**src/design/ccarr_pkg.sv**
```systemverilog
// Package of constants for the sixteen-channel capture/compare array.
// Assumes a single 20 MHz system clock and no register bus: all control is ports.
package ccarr_pkg;
  // ==========================================================================
  // Sizes
  localparam int unsigned NCH     = 16;
  localparam int unsigned TW      = 16;
  localparam int unsigned PSW     = 3;
  // ==========================================================================
  // Channel mode encoding (3 bits per channel).
  localparam logic [2:0] MODE_OFF    = 3'h0;
  localparam logic [2:0] MODE_CAPT   = 3'h1;
  localparam logic [2:0] MODE_CMP0   = 3'h2;
  localparam logic [2:0] MODE_CMP1   = 3'h3;
  localparam logic [2:0] MODE_CMP2   = 3'h4;
  localparam logic [2:0] MODE_CMP3   = 3'h5;
  localparam logic [2:0] MODE_DOUBLE = 3'h6;
  // Capture edge encoding.
  localparam logic [1:0] EDGE_NONE = 2'h0;
  localparam logic [1:0] EDGE_RISE = 2'h1;
  localparam logic [1:0] EDGE_FALL = 2'h2;
  localparam logic [1:0] EDGE_BOTH = 2'h3;
  // Timer clock source encoding.
  localparam logic [1:0] SRC_PRESC = 2'h0;
  localparam logic [1:0] SRC_GPT6  = 2'h1;
  localparam logic [1:0] SRC_EXT   = 2'h2;
  // ==========================================================================
  // Reset values and staggered timing.
  localparam logic [15:0] TIMER_RST   = 16'h0000;
  localparam logic [15:0] CC_RST      = 16'h0000;
  localparam logic [2:0]  STAGGER_MAX = 3'h7;  // Eight slots, one per cycle.
  localparam logic [7:0]  PRESC_RST   = 8'h00;
endpackage

```
**src/design/ccarr_top.sv**
```systemverilog
// Sixteen-channel capture/compare array with two reloadable time bases.
// Assumes pins and external count inputs are asynchronous; all control is on ports.
// Function
// - Sixteen channels, one cycle resolution, staggered eight.
// - Two independent 16-bit timers with reload registers.
// - Timer clock from prescaler or timer six overflow.
// - Timers may count external input events.
// - Sixteen registers, timer and mode selectable each.
// - Each register owns one associated pin.
// - Capture copies assigned timer on pin event.
// - Each capture raises its own interrupt request.
// - Capture edge rising, falling or both.
// - Compare registers checked every cycle, or only in their slot when staggered, act on match.
// - Mode zero: interrupt only, repeats allowed.
// - Mode one: pin toggles on every match.
// - Mode two: one interrupt per timer period.
// - Mode three: set on match, clear on overflow.
// - Double mode: register pair toggles one pin.
// - Single event option stops after one action.
module ccarr_top (
  input  wire logic         clk_i,
  input  wire logic         rst_n_i,
  input  wire logic [1:0]   run_i,
  input  wire logic [3:0]   src_i,
  input  wire logic [5:0]   presc_i,
  input  wire logic [31:0]  reload_i,
  input  wire logic         gpt6_ovf_i,
  input  wire logic [1:0]   ext_cnt_i,
  input  wire logic         stagger_i,
  input  wire logic [47:0]  mode_i,
  input  wire logic [31:0]  edge_i,
  input  wire logic [15:0]  tsel_i,
  input  wire logic [15:0]  single_i,
  input  wire logic [15:0]  arm_i,
  input  wire logic [15:0]  wr_i,
  input  wire logic [255:0] wdata_i,
  input  wire logic [15:0]  pin_i,
  output logic      [15:0]  pin_o,
  output logic      [15:0]  pin_oe_o,
  output logic      [15:0]  irq_o,
  output logic      [255:0] cc_o,
  output logic      [31:0]  timer_o
);
  localparam int unsigned N = ccarr_pkg::NCH;

  // ==========================================================================
  // Input synchronisers: two flops before any logic reads a pin.
  logic [15:0] pin_s1, pin_s2, pin_d;
  logic [1:0]  ext_s1, ext_s2, ext_d;
  logic        g6_s1, g6_s2;
  always_ff @(posedge clk_i) begin
    if (!rst_n_i) begin
      pin_s1 <= 16'h0000;
      pin_s2 <= 16'h0000;
      pin_d  <= 16'h0000;
      ext_s1 <= 2'h0;
      ext_s2 <= 2'h0;
      ext_d  <= 2'h0;
      g6_s1  <= 1'b0;
      g6_s2  <= 1'b0;
    end else begin
      pin_s1 <= pin_i;
      pin_s2 <= pin_s1;
      pin_d  <= pin_s2;
      ext_s1 <= ext_cnt_i;
      ext_s2 <= ext_s1;
      ext_d  <= ext_s2;
      g6_s1  <= gpt6_ovf_i;
      g6_s2  <= g6_s1;
    end
  end

  // Timer six overflow arrives as a level pulse; take its rising edge once.
  logic g6_d;
  always_ff @(posedge clk_i) begin
    if (!rst_n_i) g6_d <= 1'b0;
    else          g6_d <= g6_s2;
  end

  // ==========================================================================
  // Prescaler and stagger slot counters.
  logic [7:0] presc_cnt, next_presc_cnt;
  logic [2:0] slot, next_slot;
  always_comb begin
    next_presc_cnt = presc_cnt + 8'h01;
    next_slot      = slot + 3'h1;
  end
  always_ff @(posedge clk_i) begin
    if (!rst_n_i) begin
      presc_cnt <= ccarr_pkg::PRESC_RST;
      slot      <= 3'h0;
    end else begin
      presc_cnt <= next_presc_cnt;
      slot      <= next_slot;
    end
  end

  // ==========================================================================
  // The two time bases.
  logic [15:0] tval [2];
  logic [1:0]  tovf;
  for (genvar t = 0; t < 2; t++) begin : g_tmr
    ccarr_timer u_tmr (
      .clk_i        (clk_i),
      .rst_n_i      (rst_n_i),
      .run_i        (run_i[t]),
      .src_i        (src_i[2*t +: 2]),
      .presc_i      (presc_i[3*t +: 3]),
      .presc_cnt_i  (presc_cnt),
      .presc_tick_i (1'b1),
      .gpt6_ovf_i   (g6_s2 & ~g6_d),
      .ext_evt_i    (ext_s2[t] & ~ext_d[t]),
      .reload_i     (reload_i[16*t +: 16]),
      .value_o      (tval[t]),
      .ovf_o        (tovf[t])
    );
  end

  // Timer just stepped: true on the cycle after any timer update or overflow.
  logic [15:0] tprev [2];
  logic [1:0]  tstep;
  always_comb begin
    for (int t = 0; t < 2; t++) tstep[t] = (tval[t] != tprev[t]);
  end

  // ==========================================================================
  // Channel state: capture/compare register, pin latch, period lock, done flag.
  logic [15:0] cc [N];
  logic [15:0] next_cc [N];
  logic [15:0] pin_q, next_pin_q;
  logic [15:0] irq, next_irq;
  logic [15:0] lock, next_lock;
  logic [15:0] done, next_done;
  logic [15:0] pin_oe, next_pin_oe;

  // Channel action logic. In staggered mode a compare channel is only examined in its slot,
  // trading resolution (eight cycles) for less simultaneous switching on the pins.
  // A timer value may stay for several cycles under a prescaler, so a match is
  // acted on only in the cycle where the timer just changed, except in capture.
  always_comb begin
    logic [2:0]  m;
    logic [1:0]  e;
    logic [15:0] tv;
    logic        ovf, rise, fall, hit, en, cap, tgl;
    m = 3'h0; e = 2'h0; tv = 16'h0000;
    ovf = 1'b0; rise = 1'b0; fall = 1'b0; hit = 1'b0; en = 1'b0; cap = 1'b0; tgl = 1'b0;
    next_pin_q  = pin_q;
    next_irq    = 16'h0000;
    next_lock   = lock;
    next_done   = done & ~arm_i;  // Re-arming clears a finished single event.
    next_pin_oe = 16'h0000;
    for (int i = 0; i < N; i++) begin
      m    = mode_i[3*i +: 3];
      e    = edge_i[2*i +: 2];
      tv   = tval[tsel_i[i]];
      ovf  = tovf[tsel_i[i]];
      rise = pin_s2[i] & ~pin_d[i];
      fall = ~pin_s2[i] & pin_d[i];
      en   = !stagger_i || (slot == i[2:0]);
      hit  = en && tstep[tsel_i[i]] && (cc[i] == tv) && !done[i];
      next_cc[i] = cc[i];
      if (wr_i[i]) next_cc[i] = wdata_i[16*i +: 16];
      if (ovf) next_lock[i] = 1'b0;
      cap = ((e == ccarr_pkg::EDGE_RISE) && rise) ||
            ((e == ccarr_pkg::EDGE_FALL) && fall) ||
            ((e == ccarr_pkg::EDGE_BOTH) && (rise || fall));
      next_pin_oe[i] = (m != ccarr_pkg::MODE_CAPT) && (m != ccarr_pkg::MODE_OFF) &&
                       (m != ccarr_pkg::MODE_CMP0) && (m != ccarr_pkg::MODE_CMP2);
      case (m)
        ccarr_pkg::MODE_CAPT: begin
          if (cap) begin
            next_cc[i]  = tv;
            next_irq[i] = 1'b1;
          end
        end
        ccarr_pkg::MODE_CMP0: if (hit) next_irq[i] = 1'b1;
        ccarr_pkg::MODE_CMP1: begin
          if (hit) begin
            next_pin_q[i] = ~next_pin_q[i];
            next_irq[i]   = 1'b1;
          end
        end
        ccarr_pkg::MODE_CMP2: begin
          if (hit && !lock[i]) begin
            next_irq[i]  = 1'b1;
            next_lock[i] = 1'b1;
          end
        end
        ccarr_pkg::MODE_CMP3: begin
          if (hit && !lock[i]) begin
            next_pin_q[i] = 1'b1;
            next_irq[i]   = 1'b1;
            next_lock[i]  = 1'b1;
          end
          if (ovf) next_pin_q[i] = 1'b0;
        end
        ccarr_pkg::MODE_DOUBLE: begin
          // The lower channel of an even/odd pair drives the shared pin.
          tgl = hit;
          if (hit) next_irq[i] = 1'b1;
          if (tgl) next_pin_q[i & ~1] = ~next_pin_q[i & ~1];
          if (i[0]) next_pin_oe[i] = 1'b0;
          else      next_pin_oe[i] = 1'b1;
        end
        default: ;
      endcase
      if (hit && single_i[i] && (m != ccarr_pkg::MODE_CAPT)) next_done[i] = 1'b1;
    end
  end

  always_ff @(posedge clk_i) begin
    if (!rst_n_i) begin
      for (int i = 0; i < N; i++) cc[i] <= ccarr_pkg::CC_RST;
      tprev[0] <= ccarr_pkg::TIMER_RST;
      tprev[1] <= ccarr_pkg::TIMER_RST;
      pin_q    <= 16'h0000;
      irq      <= 16'h0000;
      lock     <= 16'h0000;
      done     <= 16'h0000;
      pin_oe   <= 16'h0000;
    end else begin
      for (int i = 0; i < N; i++) cc[i] <= next_cc[i];
      tprev[0] <= tval[0];
      tprev[1] <= tval[1];
      pin_q    <= next_pin_q;
      irq      <= next_irq;
      lock     <= next_lock;
      done     <= next_done;
      pin_oe   <= next_pin_oe;
    end
  end

  // ==========================================================================
  // Outputs, all from flops.
  logic [31:0] timer_q;
  always_ff @(posedge clk_i) begin
    if (!rst_n_i) timer_q <= 32'h0000_0000;
    else          timer_q <= {tval[1], tval[0]};
  end
  assign timer_o  = timer_q;
  assign pin_o    = pin_q;
  assign pin_oe_o = pin_oe;
  assign irq_o    = irq;
  for (genvar i = 0; i < N; i++) begin : g_cc
    assign cc_o[16*i +: 16] = cc[i];
  end
endmodule

```
**src/design/ccarr_timer.sv**
```systemverilog
// One 16-bit reloadable time base of the capture/compare array.
// Assumes count sources are already synchronised one-cycle pulses or levels.
module ccarr_timer (
  input  wire logic        clk_i,
  input  wire logic        rst_n_i,
  input  wire logic        run_i,
  input  wire logic [1:0]  src_i,
  input  wire logic [2:0]  presc_i,
  input  wire logic [7:0]  presc_cnt_i,
  input  wire logic        presc_tick_i,
  input  wire logic        gpt6_ovf_i,
  input  wire logic        ext_evt_i,
  input  wire logic [15:0] reload_i,
  output logic      [15:0] value_o,
  output logic             ovf_o
);
  logic [15:0] value;
  logic [15:0] next_value;
  logic        ovf;
  logic        next_ovf;
  logic        tick;

  // ==========================================================================
  // Count step selection and reload.
  // A prescale of n advances once every 2**n system cycles.
  always_comb begin
    case (src_i)
      ccarr_pkg::SRC_PRESC: tick = presc_tick_i &&
        ((presc_cnt_i & ((8'h01 << presc_i) - 8'h01)) == 8'h00);
      ccarr_pkg::SRC_GPT6:  tick = gpt6_ovf_i;
      ccarr_pkg::SRC_EXT:   tick = ext_evt_i;
      default:              tick = 1'b0;
    endcase
    next_value = value;
    next_ovf   = 1'b0;
    if (run_i && tick) begin
      if (value == 16'hFFFF) begin
        next_value = reload_i;
        next_ovf   = 1'b1;
      end else begin
        next_value = value + 16'h0001;
      end
    end
  end

  // Registers only.
  always_ff @(posedge clk_i) begin
    if (!rst_n_i) begin
      value <= ccarr_pkg::TIMER_RST;
      ovf   <= 1'b0;
    end else begin
      value <= next_value;
      ovf   <= next_ovf;
    end
  end

  assign value_o = value;
  assign ovf_o   = ovf;
endmodule

```
**config.mk**
```make
export PLATFORM = sky130hd
export DESIGN_NAME = ccarr_top
export DESIGN_NICKNAME = d
export VERILOG_FILES = /design/src/design/ccarr_pkg.sv /design/src/design/ccarr_top.sv /design/src/design/ccarr_timer.sv
export SDC_FILE = /design/constraint.sdc
export NUM_CORES = 1
export LEC_CHECK = 0
export ABC_AREA = 1
export BUFFER_PORTS_ARGS = -buffer_cell sky130_fd_sc_hd__buf_2
export CORE_AREA = 8 8 302 304
export DETAILED_ROUTE_END_ITERATION = 8
export DIE_AREA = 0 0 310 312
export PLACE_DENSITY = 0.61
export SYNTH_ARGS = -nofsm -noshare
export SYNTH_HDL_FRONTEND = slang
export SYNTH_HIERARCHICAL = 1
export SYNTH_SLANG_ARGS = --single-unit
```
**constraint.sdc**
```tcl
create_clock -name clk_i -period 2.53 [get_ports clk_i]
set_input_delay 0.253 -clock clk_i [delete_from_list [all_inputs] [get_ports clk_i]]
set_output_delay 0.253 -clock clk_i [all_outputs]
set_load 0.02 [all_outputs]
```
# ---- After elaboration in Yosys (flattened, before gate mapping)
# Memory sizes are Yosys's and may differ from the RTL's.
# Cells that the tools add are included.
dict set report classes {
  addsub 6
  magnitude_cmp 32
  n_eq_ne 239
  n_shift 2
  n_mux 402
  bitwise 133
  n_reduce_logical 370
}
# operator n
set op_table {}
lappend op_table {{2-to-1 mux 16 bit} 116}
lappend op_table {{== test 16 bit} 16}
lappend op_table {{2-to-1 mux 1 bit} 252}
lappend op_table {{logical AND 1 bit} 194}
lappend op_table {{== test 3 bit, second input constant} 52}
lappend op_table {{== test 3 x 2 -> 1 bit, second input constant} 34}
lappend op_table {{!= test 3 bit, second input constant} 24}
lappend op_table {{== test 2 bit, second input constant} 34}
lappend op_table {{OR reduction 2 bit} 32}
lappend op_table {{inverter 1 bit} 60}
lappend op_table {{logical OR 1 bit} 56}
lappend op_table {{one-hot mux 1 bit (3 select lines)} 18}
lappend op_table {{== test 3 x 1 -> 1 bit, second input constant} 17}
lappend op_table {{!= test 3 x 1 -> 1 bit, second input constant} 16}
lappend op_table {{!= test 3 x 2 -> 1 bit, second input constant} 16}
lappend op_table {{nonzero test 3 bit} 16}
lappend op_table {{OR reduction 3 bit} 16}
lappend op_table {{== test 2 x 1 -> 1 bit, second input constant} 18}
lappend op_table {{AND 1 bit} 35}
lappend op_table {{logical NOT 1 bit} 33}
lappend op_table {{adder 16 x 1 -> 16 bit, second input constant} 2}
lappend op_table {{== test 16 bit, second input constant} 2}
lappend op_table {{>= comparator 2 bit, second input constant} 16}
lappend op_table {{< comparator 1 x 2 -> 1 bit, second input constant} 16}
lappend op_table {{18 further kinds} 93}
dict set report totals {
  register_bits 214
  mem_bits_rw 288
  inputBits 466
  out_inout_bits 336
  memories 2
}
# name words word_bits read_ports rd_ports_with_merged_regs write_ports line
set memory_table {}
lappend memory_table {cc 16 16 16 0 16 ccarr_top.sv:128} ;# logic [15:0] cc [N];
lappend memory_table {tprev 2 16 2 0 2 ccarr_top.sv:120} ;# logic [15:0] tprev [2];

# ---- Depth between registers and ports, before layout
# Gate-level depths: netlist of the first run.
dict set report depth {
  depth_word 14
  ltp_mapped 18
}

# ---- Modules after synthesis
# Netlist of the first run, hierarchy kept.
# module n_inst cells_each area_each_um2 seq_area_each_um2
set modules_own_cells {}
lappend modules_own_cells {ccarr_top 1 4813 29019.1 8728.4}
lappend modules_own_cells {ccarr_timer 2 256 1567.8 340.3}

# ---- Least setup slack after synthesis of the first run
# OpenSTA, ideal clock, no wires.
dict set report synth_timing {
  path_kind {register to register}
  start {register g_tmr[0].u_tmr.value[2]}
  end {register pin_q[7] (netlist: pin_o[7])}
  setup_time_ps 115
  t_arrival_ps 1793
  t_required_ps 2415
  setup_slack_ps 622
  path_stages_with_launch 15
  path_buffers 2
  path_cell_list {dfxtp_1 buf_4 inv_2 buf_2 o21ai_2 xor2_1 nand2_1 nor3_2 nand2_1 inv_2 nand2_1 o21ai_1 nand3_1 nand2_1 nor2_1}
}
dict set report synth_via {
  elab_chain_cells 9
}
# item line
set synth_lines {}
lappend synth_lines {{from (decl)} ccarr_timer.sv:17} ;# logic [15:0] value;
lappend synth_lines {{from (signal assigned)} ccarr_timer.sv:49} ;# value <= ccarr_pkg::TIMER_RST;
lappend synth_lines {{from (signal assigned)} ccarr_timer.sv:52} ;# value <= next_value;
lappend synth_lines {{2-to-1 mux 16 bit (not written as such) / != test 16 bit (equally long branches)} {ccarr_top.sv:155, ccarr_top.sv:123}}
lappend synth_lines {{2-to-1 mux 16 bit (not written as such) / 2-to-1 mux 1 bit (equally long branches) (2 in series)} {ccarr_top.sv:155, ccarr_top.sv:160}}
lappend synth_lines {{== test 16 bit / logical AND 1 bit (equally long branches)} ccarr_top.sv:160} ;# hit = en && tstep[tsel_i[i]] && (cc[i] == tv) && !done[i];
lappend synth_lines {{logical AND 1 bit (*) (2 in series)} ccarr_top.sv:160}
lappend synth_lines {{logical AND 1 bit} ccarr_top.sv:190} ;# if (hit && !lock[i]) begin
lappend synth_lines {{!= test 3 bit (no line)} -}
lappend synth_lines {{AND reduction 3 bit (no line) (*)} -}
lappend synth_lines {{to (signal assigned)} ccarr_top.sv:225} ;# pin_q <= next_pin_q;
lappend synth_lines {{to (decl)} ccarr_top.sv:130} ;# logic [15:0] pin_q, next_pin_q;
# Every way passes the cells marked *; elsewhere a longest branch is shown, timed or not. The select of a mux whose other input is x is not followed.
# A chain may end at the register's enable or synchronous reset.

# ---- Worst setup path after layout of the first run
dict set report layout_timing {
  start {register g_tmr[0].u_tmr.value[12]}
  end {register pin_q[2] (netlist: pin_o[2])}
}
dict set report layout_via {
  elab_chain_cells 13
}
# item line
set layout_lines {}
lappend layout_lines {{2-to-1 mux 16 bit (not written as such) / != test 16 bit (equally long branches)} {ccarr_top.sv:155, ccarr_top.sv:123}}
lappend layout_lines {{2-to-1 mux 16 bit (not written as such) / 2-to-1 mux 1 bit (equally long branches) (2 in series)} {ccarr_top.sv:155, ccarr_top.sv:160}}
lappend layout_lines {{== test 16 bit / logical AND 1 bit (equally long branches)} ccarr_top.sv:160}
lappend layout_lines {{logical AND 1 bit (2 in series)} ccarr_top.sv:160}
lappend layout_lines {{logical AND 1 bit} ccarr_top.sv:190}
lappend layout_lines {{2-to-1 mux 1 bit} ccarr_top.sv:190}
lappend layout_lines {{2-to-1 mux 1 bit} ccarr_top.sv:195} ;# if (ovf) next_pin_q[i] = 1'b0;
lappend layout_lines {{one-hot mux 1 bit (2 select lines)} ccarr_top.sv:169} ;# case (m)
lappend layout_lines {{inverter 1 bit} ccarr_top.sv:201} ;# if (tgl) next_pin_q[i & ~1] = ~next_pin_q[i & ~1];
lappend layout_lines {{2-to-1 mux 1 bit} ccarr_top.sv:201}
lappend layout_lines {{2-to-1 mux 1 bit (*)} ccarr_top.sv:169}
# Marked as above.

==> results of run 1 <==
-- cells in the final DEF, fill, tap and decap left out, types with 25 or more instances in the layout --
cell / count
nor2_1: 521
or2_2: 25
inv_1: 666
nor2_2: 54
nand2_1: 1514
a31oi_1: 93
dfxtp_1: 450
buf_12: 29
nand3_1: 261
a21oi_1: 191
buf_4: 200
nor3_1: 53
clkbuf_16: 61
buf_2: 800
xor2_1: 99
ha_1: 43
nand4_1: 98
a211oi_1: 27
inv_2: 43
nand2_2: 38
dlygate4sd3_1: 177
o21ai_2: 34
o21ai_0: 600
o21ai_1: 95
-- worst reg2reg max path: cells and delay by family, from the launching register on --
family,cells,cell delay [ps]
AO/OA/AOI/OAI,1,130
flip-flops,1,350
buffers and inverters,4,1030
XOR/XNOR,1,220
AND/OR/NAND/NOR,6,650
-- layout make-up --
class                      count  share of cell area, %
tap                         1155                  3.415
antenna                       19                 0.1123
clock inverter                20                 0.7775
sequential                   469                  22.29
inverter                     721                  6.465
timing repair buffer        1211                  18.71
clock buffer                  89                  4.186
multi-input combinational   3872                  44.04
-- worst max-delay path by stage --
stage	from	slack (ps)	endpoint
5_1_grt	slot[0]	4	pin_o[6]
6_report	g_tmr[0].u_tmr/value_o[12]	70	pin_o[2]
2_1_floorplan	g_tmr[0].u_tmr/value_o[2]	620	pin_o[7]
4_1_cts	g_tmr[0].u_tmr/value_o[13]	20	pin_o[4]
3_3_place_gp	g_tmr[1].u_tmr/value_o[14]	-50	pin_o[2]
3_5_place_dp	g_tmr[1].u_tmr/value_o[10]	-120	pin_o[2]
-- through the flow --
step / instance area, um2 / hold slack [ps]
after global routing: 42300 / 27.91
after CTS: 42070 / 0.3328
final: 42320 / 12.87
after detailed placement: 38180 / 397.3
after floorplan: 32120 / 350.6
after global placement: 38180 / 392.4
-- sequential cells by signal, indices dropped and copies added, names as in the netlist, 7 cells and up --
name and cells:
timer_o 32, irq_o 16, pin_o 16, done 16, cc 256, pin_d 16, lock 16, pin_oe_o 16
g_tmr.u_tmr/value_o 32, pin_s2 16, pin_s1 16, presc_cnt 7
-- metal layers --
metal | vias up | wire (um) | global-route usage [%]
met2 | 1897 | 78390 | 55.26
met3 | 381 | 17610 | 8.838
met4 | 12 | 9939 | 16.60
met1 | 18330 | 68000 | 41.42
li1 | 19070 | - | -
met5 | - | 74 | 0
-- power breakdown --
part	internal (mW)	total (mW)	switching (mW)	leakage (nW)
sequential	7.75	8.09	0.338	3.86
combinational	1.92	5.54	3.62	16.1
clock	5.70	9.34	3.63	1.04
total	15.4	23.0	7.59	21.0
-- timing repair --
action,4_1_cts,5_1_grt
endpoints found under the hold margin,183,0
gates resized for setup,7,33
setup endpoints to repair,17,33
setup buffers,0,10
pin swaps,0,1
hold buffers,177,0
==> flow_summary_export.csv, run 1 <==
group,metric,value,unit
clocking,cts.sinks,469,
timing,slew_viol_final,0,
floorplanning,core_area,0.08621,mm2
min_path,hold_path.class,"input pin to register",
final_layout,final_nets,6842,
route,vias,39680,
global_route,grtUsageTotal,33.99,%
final_layout,drive_gt1_share,22.03,%
timing,tns,0,ps
worst_setup_path,cp.arrival,3030,ps
run_status,status,"completed",
clocking,numCtsBuffers,58,
worst_setup_path,r2r_setup_slack,70,ps
synthesis,yosysWarnings,6,
route,drc,0,
route,wl_per_cell,23.03,um
place,dpl_worst_slack,-118.5,ps
worst_setup_path,path_common_cell,"buf_4",
min_path,holdPathEnd,"cc[1][83]",
worst_setup_path,path_delay_family,"buffers and inverters",
clocking,insertion_delay,640,ps
floorplanning,die_w,310,um
route,viasPerCell,5.252,
worst_setup_path,critPathMaxStageDelay,360,ps
final_layout,multi_input_comb_area,0.01864,mm2
worst_setup_path,regToRegStartpoint,"g_tmr[0].u_tmr/value_o[12]",
worst_setup_path,slowest_stage,"buf_4",
floorplanning,start_util,37.25,%
worst_setup_path,crit_cells,12,
place,portBuffers,801,
worst_setup_path,endpoint_kind,"register",
timing,setup_viol,0,
timing,tightest_slew,1058,ps
synthesis,avgSynthCellArea,6.036,um2
global_route,grt_antenna_before_repair,27,
route,route.antenna.remaining_nets,0,
pwr,ir_drop,473.3,uV
clocking,cts_tree,"yes",
synthesis,syn_area,0.03212,mm2
floorplanning,io_pins,802,
worst_setup_path,startpoint_type,"register",
final_layout,stdcell_count,7556,
floorplanning,die-area,0.09672,mm2
timing,setup_ws,74.95,ps
clocking,cts_root_buf,"clkbuf_16",
final_layout,fillCellCount,9111,
timing,clock_skew,18.24,ps
final_layout,syn_to_final_growth,31.78,%
route,first_iter_violations,4106,
pwr,p_leak,21.03,nW
synthesis,synth_cells,5321,
global_route,grt_max_degree,112,
floorplanning,row_count,108,
timing,fmax,0.4073,GHz
timing,hold_viol_final,0,
clocking,clk_pin_slew,60,ps
clocking,clk_path_buf_depth,3,
global_route,grt_pass1_vias,37500,
min_path,holdCritStartpoint,"wdata_i[211]",
worst_setup_path,cp.required,3110,ps
timing,fin_crit,2455,ps
timing,fin_crit_sh,97.04,%
worst_setup_path,cp_max_fo,8,
place,dp_cells,7242,
pwr,power.total,22.97,mW
worst_setup_path,reg2reg_depth,12,
global_route,grt_overflow,0,
place,gp_congestion,0.9736,
clocking,htree_num_levels,2,
timing,relSlewSlack,29.16,%
final_layout,fin_util,49.09,%
timing,grt_setup_unrepaired,"no",
global_route,grt_first_pass_wirelength,247.7,mm
route,wirelength,174.0,mm
worst_setup_path,cp_cell_sequence,"inv_2 > buf_4 > o21ai_2 > xor2_1 > nand3b_1 > nor4_1 > buf_4 > nand3_1 > buf_4 > nand3_1 > nand2_1 > nor2_1",
floorplanning,dieHeight,312,um
worst_setup_path,path_class,"register to register",
worst_setup_path,cp_num_buf_inv,4,
min_path,min_path_cells,5,
route,drt-pass1-iter-count,6,
final_layout,seq_area,0.009435,mm2
place,hpwlAfterDp,136.4,mm
pwr,cellPowerDensity,542.8,mW/mm2
run,drv_cap,0,
worst_setup_path,r2r-end,"pin_o[2]",
(Power assumes the default switching activity.)
==> run 2: changes to the inputs <==
--- a/config.mk
+++ b/config.mk
@@ -6,11 +6,11 @@
 export NUM_CORES = 1
 export LEC_CHECK = 0
 export ABC_AREA = 1
-export BUFFER_PORTS_ARGS = -buffer_cell sky130_fd_sc_hd__buf_2
 export CORE_AREA = 8 8 302 304
 export DETAILED_ROUTE_END_ITERATION = 8
 export DIE_AREA = 0 0 310 312
-export PLACE_DENSITY = 0.61
+export DONT_BUFFER_PORTS = 1
+export PLACE_DENSITY = 0.53
 export SYNTH_ARGS = -nofsm -noshare
 export SYNTH_HDL_FRONTEND = slang
 export SYNTH_HIERARCHICAL = 1
==> flow_summary_export.csv, run 2 (synthesis gave the netlist of run 1 again) <==
group,metric,value,unit
global_route,grt_pass1_vias,37190,
min_path,hold_path.class,"input pin to register",
run_status,violations,"hold timing",
route,drc,0,
timing,tightest_slew,1124,ps
floorplanning,core_area,0.08621,mm2
clocking,cts.sinks,469,
timing,setup_ws,50.36,ps
final_layout,drive_gt1_share,10.66,%
timing,tns,0,ps
global_route,grtUsageTotal,34.45,%
route,wirelength,179.1,mm
final_layout,largest_reg_flops,256,
floorplanning,die-area,0.09672,mm2
place,gp_congestion,0.9588,
timing,setup_viol,0,
final_layout,final_cell_mix,"nand2_1, inv_1, dlygate4sd3_1, o21ai_0, nor2_1",
timing,grt_setup_unrepaired,"yes",
floorplanning,start_util,37.25,%
worst_setup_path,cp_max_fo,7,
worst_setup_path,endpoint_kind,"register",
pwr,ir_drop,524.6,uV
min_path,min_path_cells,3,
place,dpl_worst_slack,-222.0,ps
worst_setup_path,cp.arrival,3070,ps
final_layout,regMostFlops,"cc",
route,vias,39470,
timing,relSlewSlack,24.79,%
floorplanning,die_w,310,um
timing,fmax,0.4033,GHz
global_route,grt_overflow,0,
timing,clock_skew,24.26,ps
clocking,clk_pin_slew,70,ps
global_route,grt_antenna_before_repair,29,
global_route,grt_max_degree,399,
clocking,numCtsBuffers,58,
worst_setup_path,cp_num_buf_inv,5,
final_layout,syn_to_final_growth,35.40,%
route,wl_per_cell,24.61,um
timing,holdWs,-74.62,ps
final_layout,mostFrequentLayoutCell,"nand2_1",
route,route.antenna.remaining_nets,0,
run_status,status,"complete, but fails checks",
worst_setup_path,cp.required,3120,ps
floorplanning,row_count,108,
route,viasPerCell,5.425,
route,first_iter_violations,3937,
worst_setup_path,critPathMaxStageDelay,340,ps
worst_setup_path,startpoint_type,"register",
worst_setup_path,reg2reg_depth,14,
clocking,cts_tree,"yes",
timing,slew_viol_final,0,
route,drt-pass1-iter-count,7,
floorplanning,dieHeight,312,um
worst_setup_path,cp_cell_sequence,"buf_12 > inv_2 > buf_12 > o21ai_0 > buf_4 > xor2_1 > nor2_1 > nand3b_1 > nor4_1 > nand3_1 > buf_4 > nand3_1 > nand2_1 > nor2_1",
pwr,p_leak,19.22,nW
place,portBuffers,0,
clocking,insertion_delay,660,ps
final_layout,final_nets,6561,
timing,hold_viol_final,18,
run,drv_cap,0,
timing,fin_crit_sh,98.01,%
worst_setup_path,slowest_stage,"dfxtp_1",
worst_setup_path,path_class,"register to register",
clocking,cts_root_buf,"clkbuf_16",
floorplanning,io_pins,802,
worst_setup_path,crit_cells,14,
place,hpwlAfterDp,130.0,mm
timing,fin_crit,2480,ps
worst_setup_path,path_delay_family,"simple AND/OR/NAND/NOR gates",
clocking,clk_path_buf_depth,3,
pwr,cellPowerDensity,512.5,mW/mm2
clocking,htree_num_levels,2,
global_route,grt_first_pass_wirelength,250.1,mm
-- run 2: cell types whose count changed in the layout (fill, tap and decap cells not counted), moves of 7 or more --
| cell | previous run | this run |
|---|---|---|
| buf_2 | 800 | 0 |
| dlygate4sd3_1 | 177 | 662 |
| buf_6 | 4 | 20 |
| dlymetal6s4s_1 | 0 | 15 |
| nor2_1 | 521 | 510 |
| o21ai_0 | 600 | 591 |
| o21ai_1 | 95 | 104 |
| clkinvlp_4 | 0 | 7 |
-- run 2: area by class of cell --
type / instances / area [um2]
repair buffers: 930 / 9139
clock inverters: 18 / 187.7
well taps: 1155 / 1445
diodes: 24 / 60.06
flip-flops and latches: 469 / 9435
inverters: 721 / 2738
fillers: 8886 / 42730
multi-input cells: 3872 / 18730
clock buffers: 87 / 1752
-- run 2: worst min-delay path, cell delays in order --
cell,delay [ps]
o21ai_0,60
o21ai_0,150
a31oi_1,50
-- run 2: where the power goes --
| group | total, mW | switching [mW] | internal (mW) | leakage, nW |
|---|---|---|---|---|
| Combinational | 4.95 | 2.90 | 2.05 | 14.4 |
| Sequential | 8.57 | 0.811 | 7.75 | 3.86 |
| Clock | 8.78 | 3.72 | 5.05 | 0.942 |
| Total | 22.3 | 7.43 | 14.9 | 19.2 |
-- run 2: path summary, 6_finish.rpt --
| check | start | end | slack (ps) |
|---|---|---|---|
| worst max-delay path | g_tmr[0].u_tmr/value_o[2] | pin_o[2] | 50 |
| worst min-delay path | wr_i[10] | cc[1][37] | -70 |
| worst max register to register | g_tmr[0].u_tmr/value_o[2] | pin_o[2] | 50 |
| worst min register to register | slot[0] | slot[0] | 470 |
-- run 2: timing repair --
| item | in CTS | in global routing |
|---|---|---|
| hold endpoints to repair | 465 | 78 |
| buffers inserted | 0 | 10 |
| hold buffers | 646 | 36 |
| setup endpoints to repair | 20 | 130 |
| resized for setup | 8 | 102 |
| pin swaps | 0 | 6 |
| gates cloned | 0 | 5 |
-- run 2: through the flow --
stage / utilization (%) / power, mW / hold slack, ps / cell area (um2) / std cells
2_1_floorplan: - / 11.06 / 350.6 / 32120 / 5322
3_3_place_gp: 39.64 / 12.37 / 353.2 / 34180 / 6452
3_5_place_dp: 39.64 / 12.37 / 357.3 / 34180 / 6452
4_1_cts: 49.44 / 22.09 / -270.3 / 42630 / 7203
5_1_grt: 50.42 / 23.09 / 6.916 / 43470 / 7270
6_report: 50.44 / 22.29 / -74.62 / 43490 / 7276
-- run 2: layer usage --
metal / vias to the layer above / wire length [um] / track usage, %
li1: 18530 / - / -
met1: 18370 / 68620 / 41.53
met2: 2089 / 80260 / 55.78
met3: 485 / 18080 / 8.459
met4: 6 / 12070 / 19.28
met5: - / 37 / 0
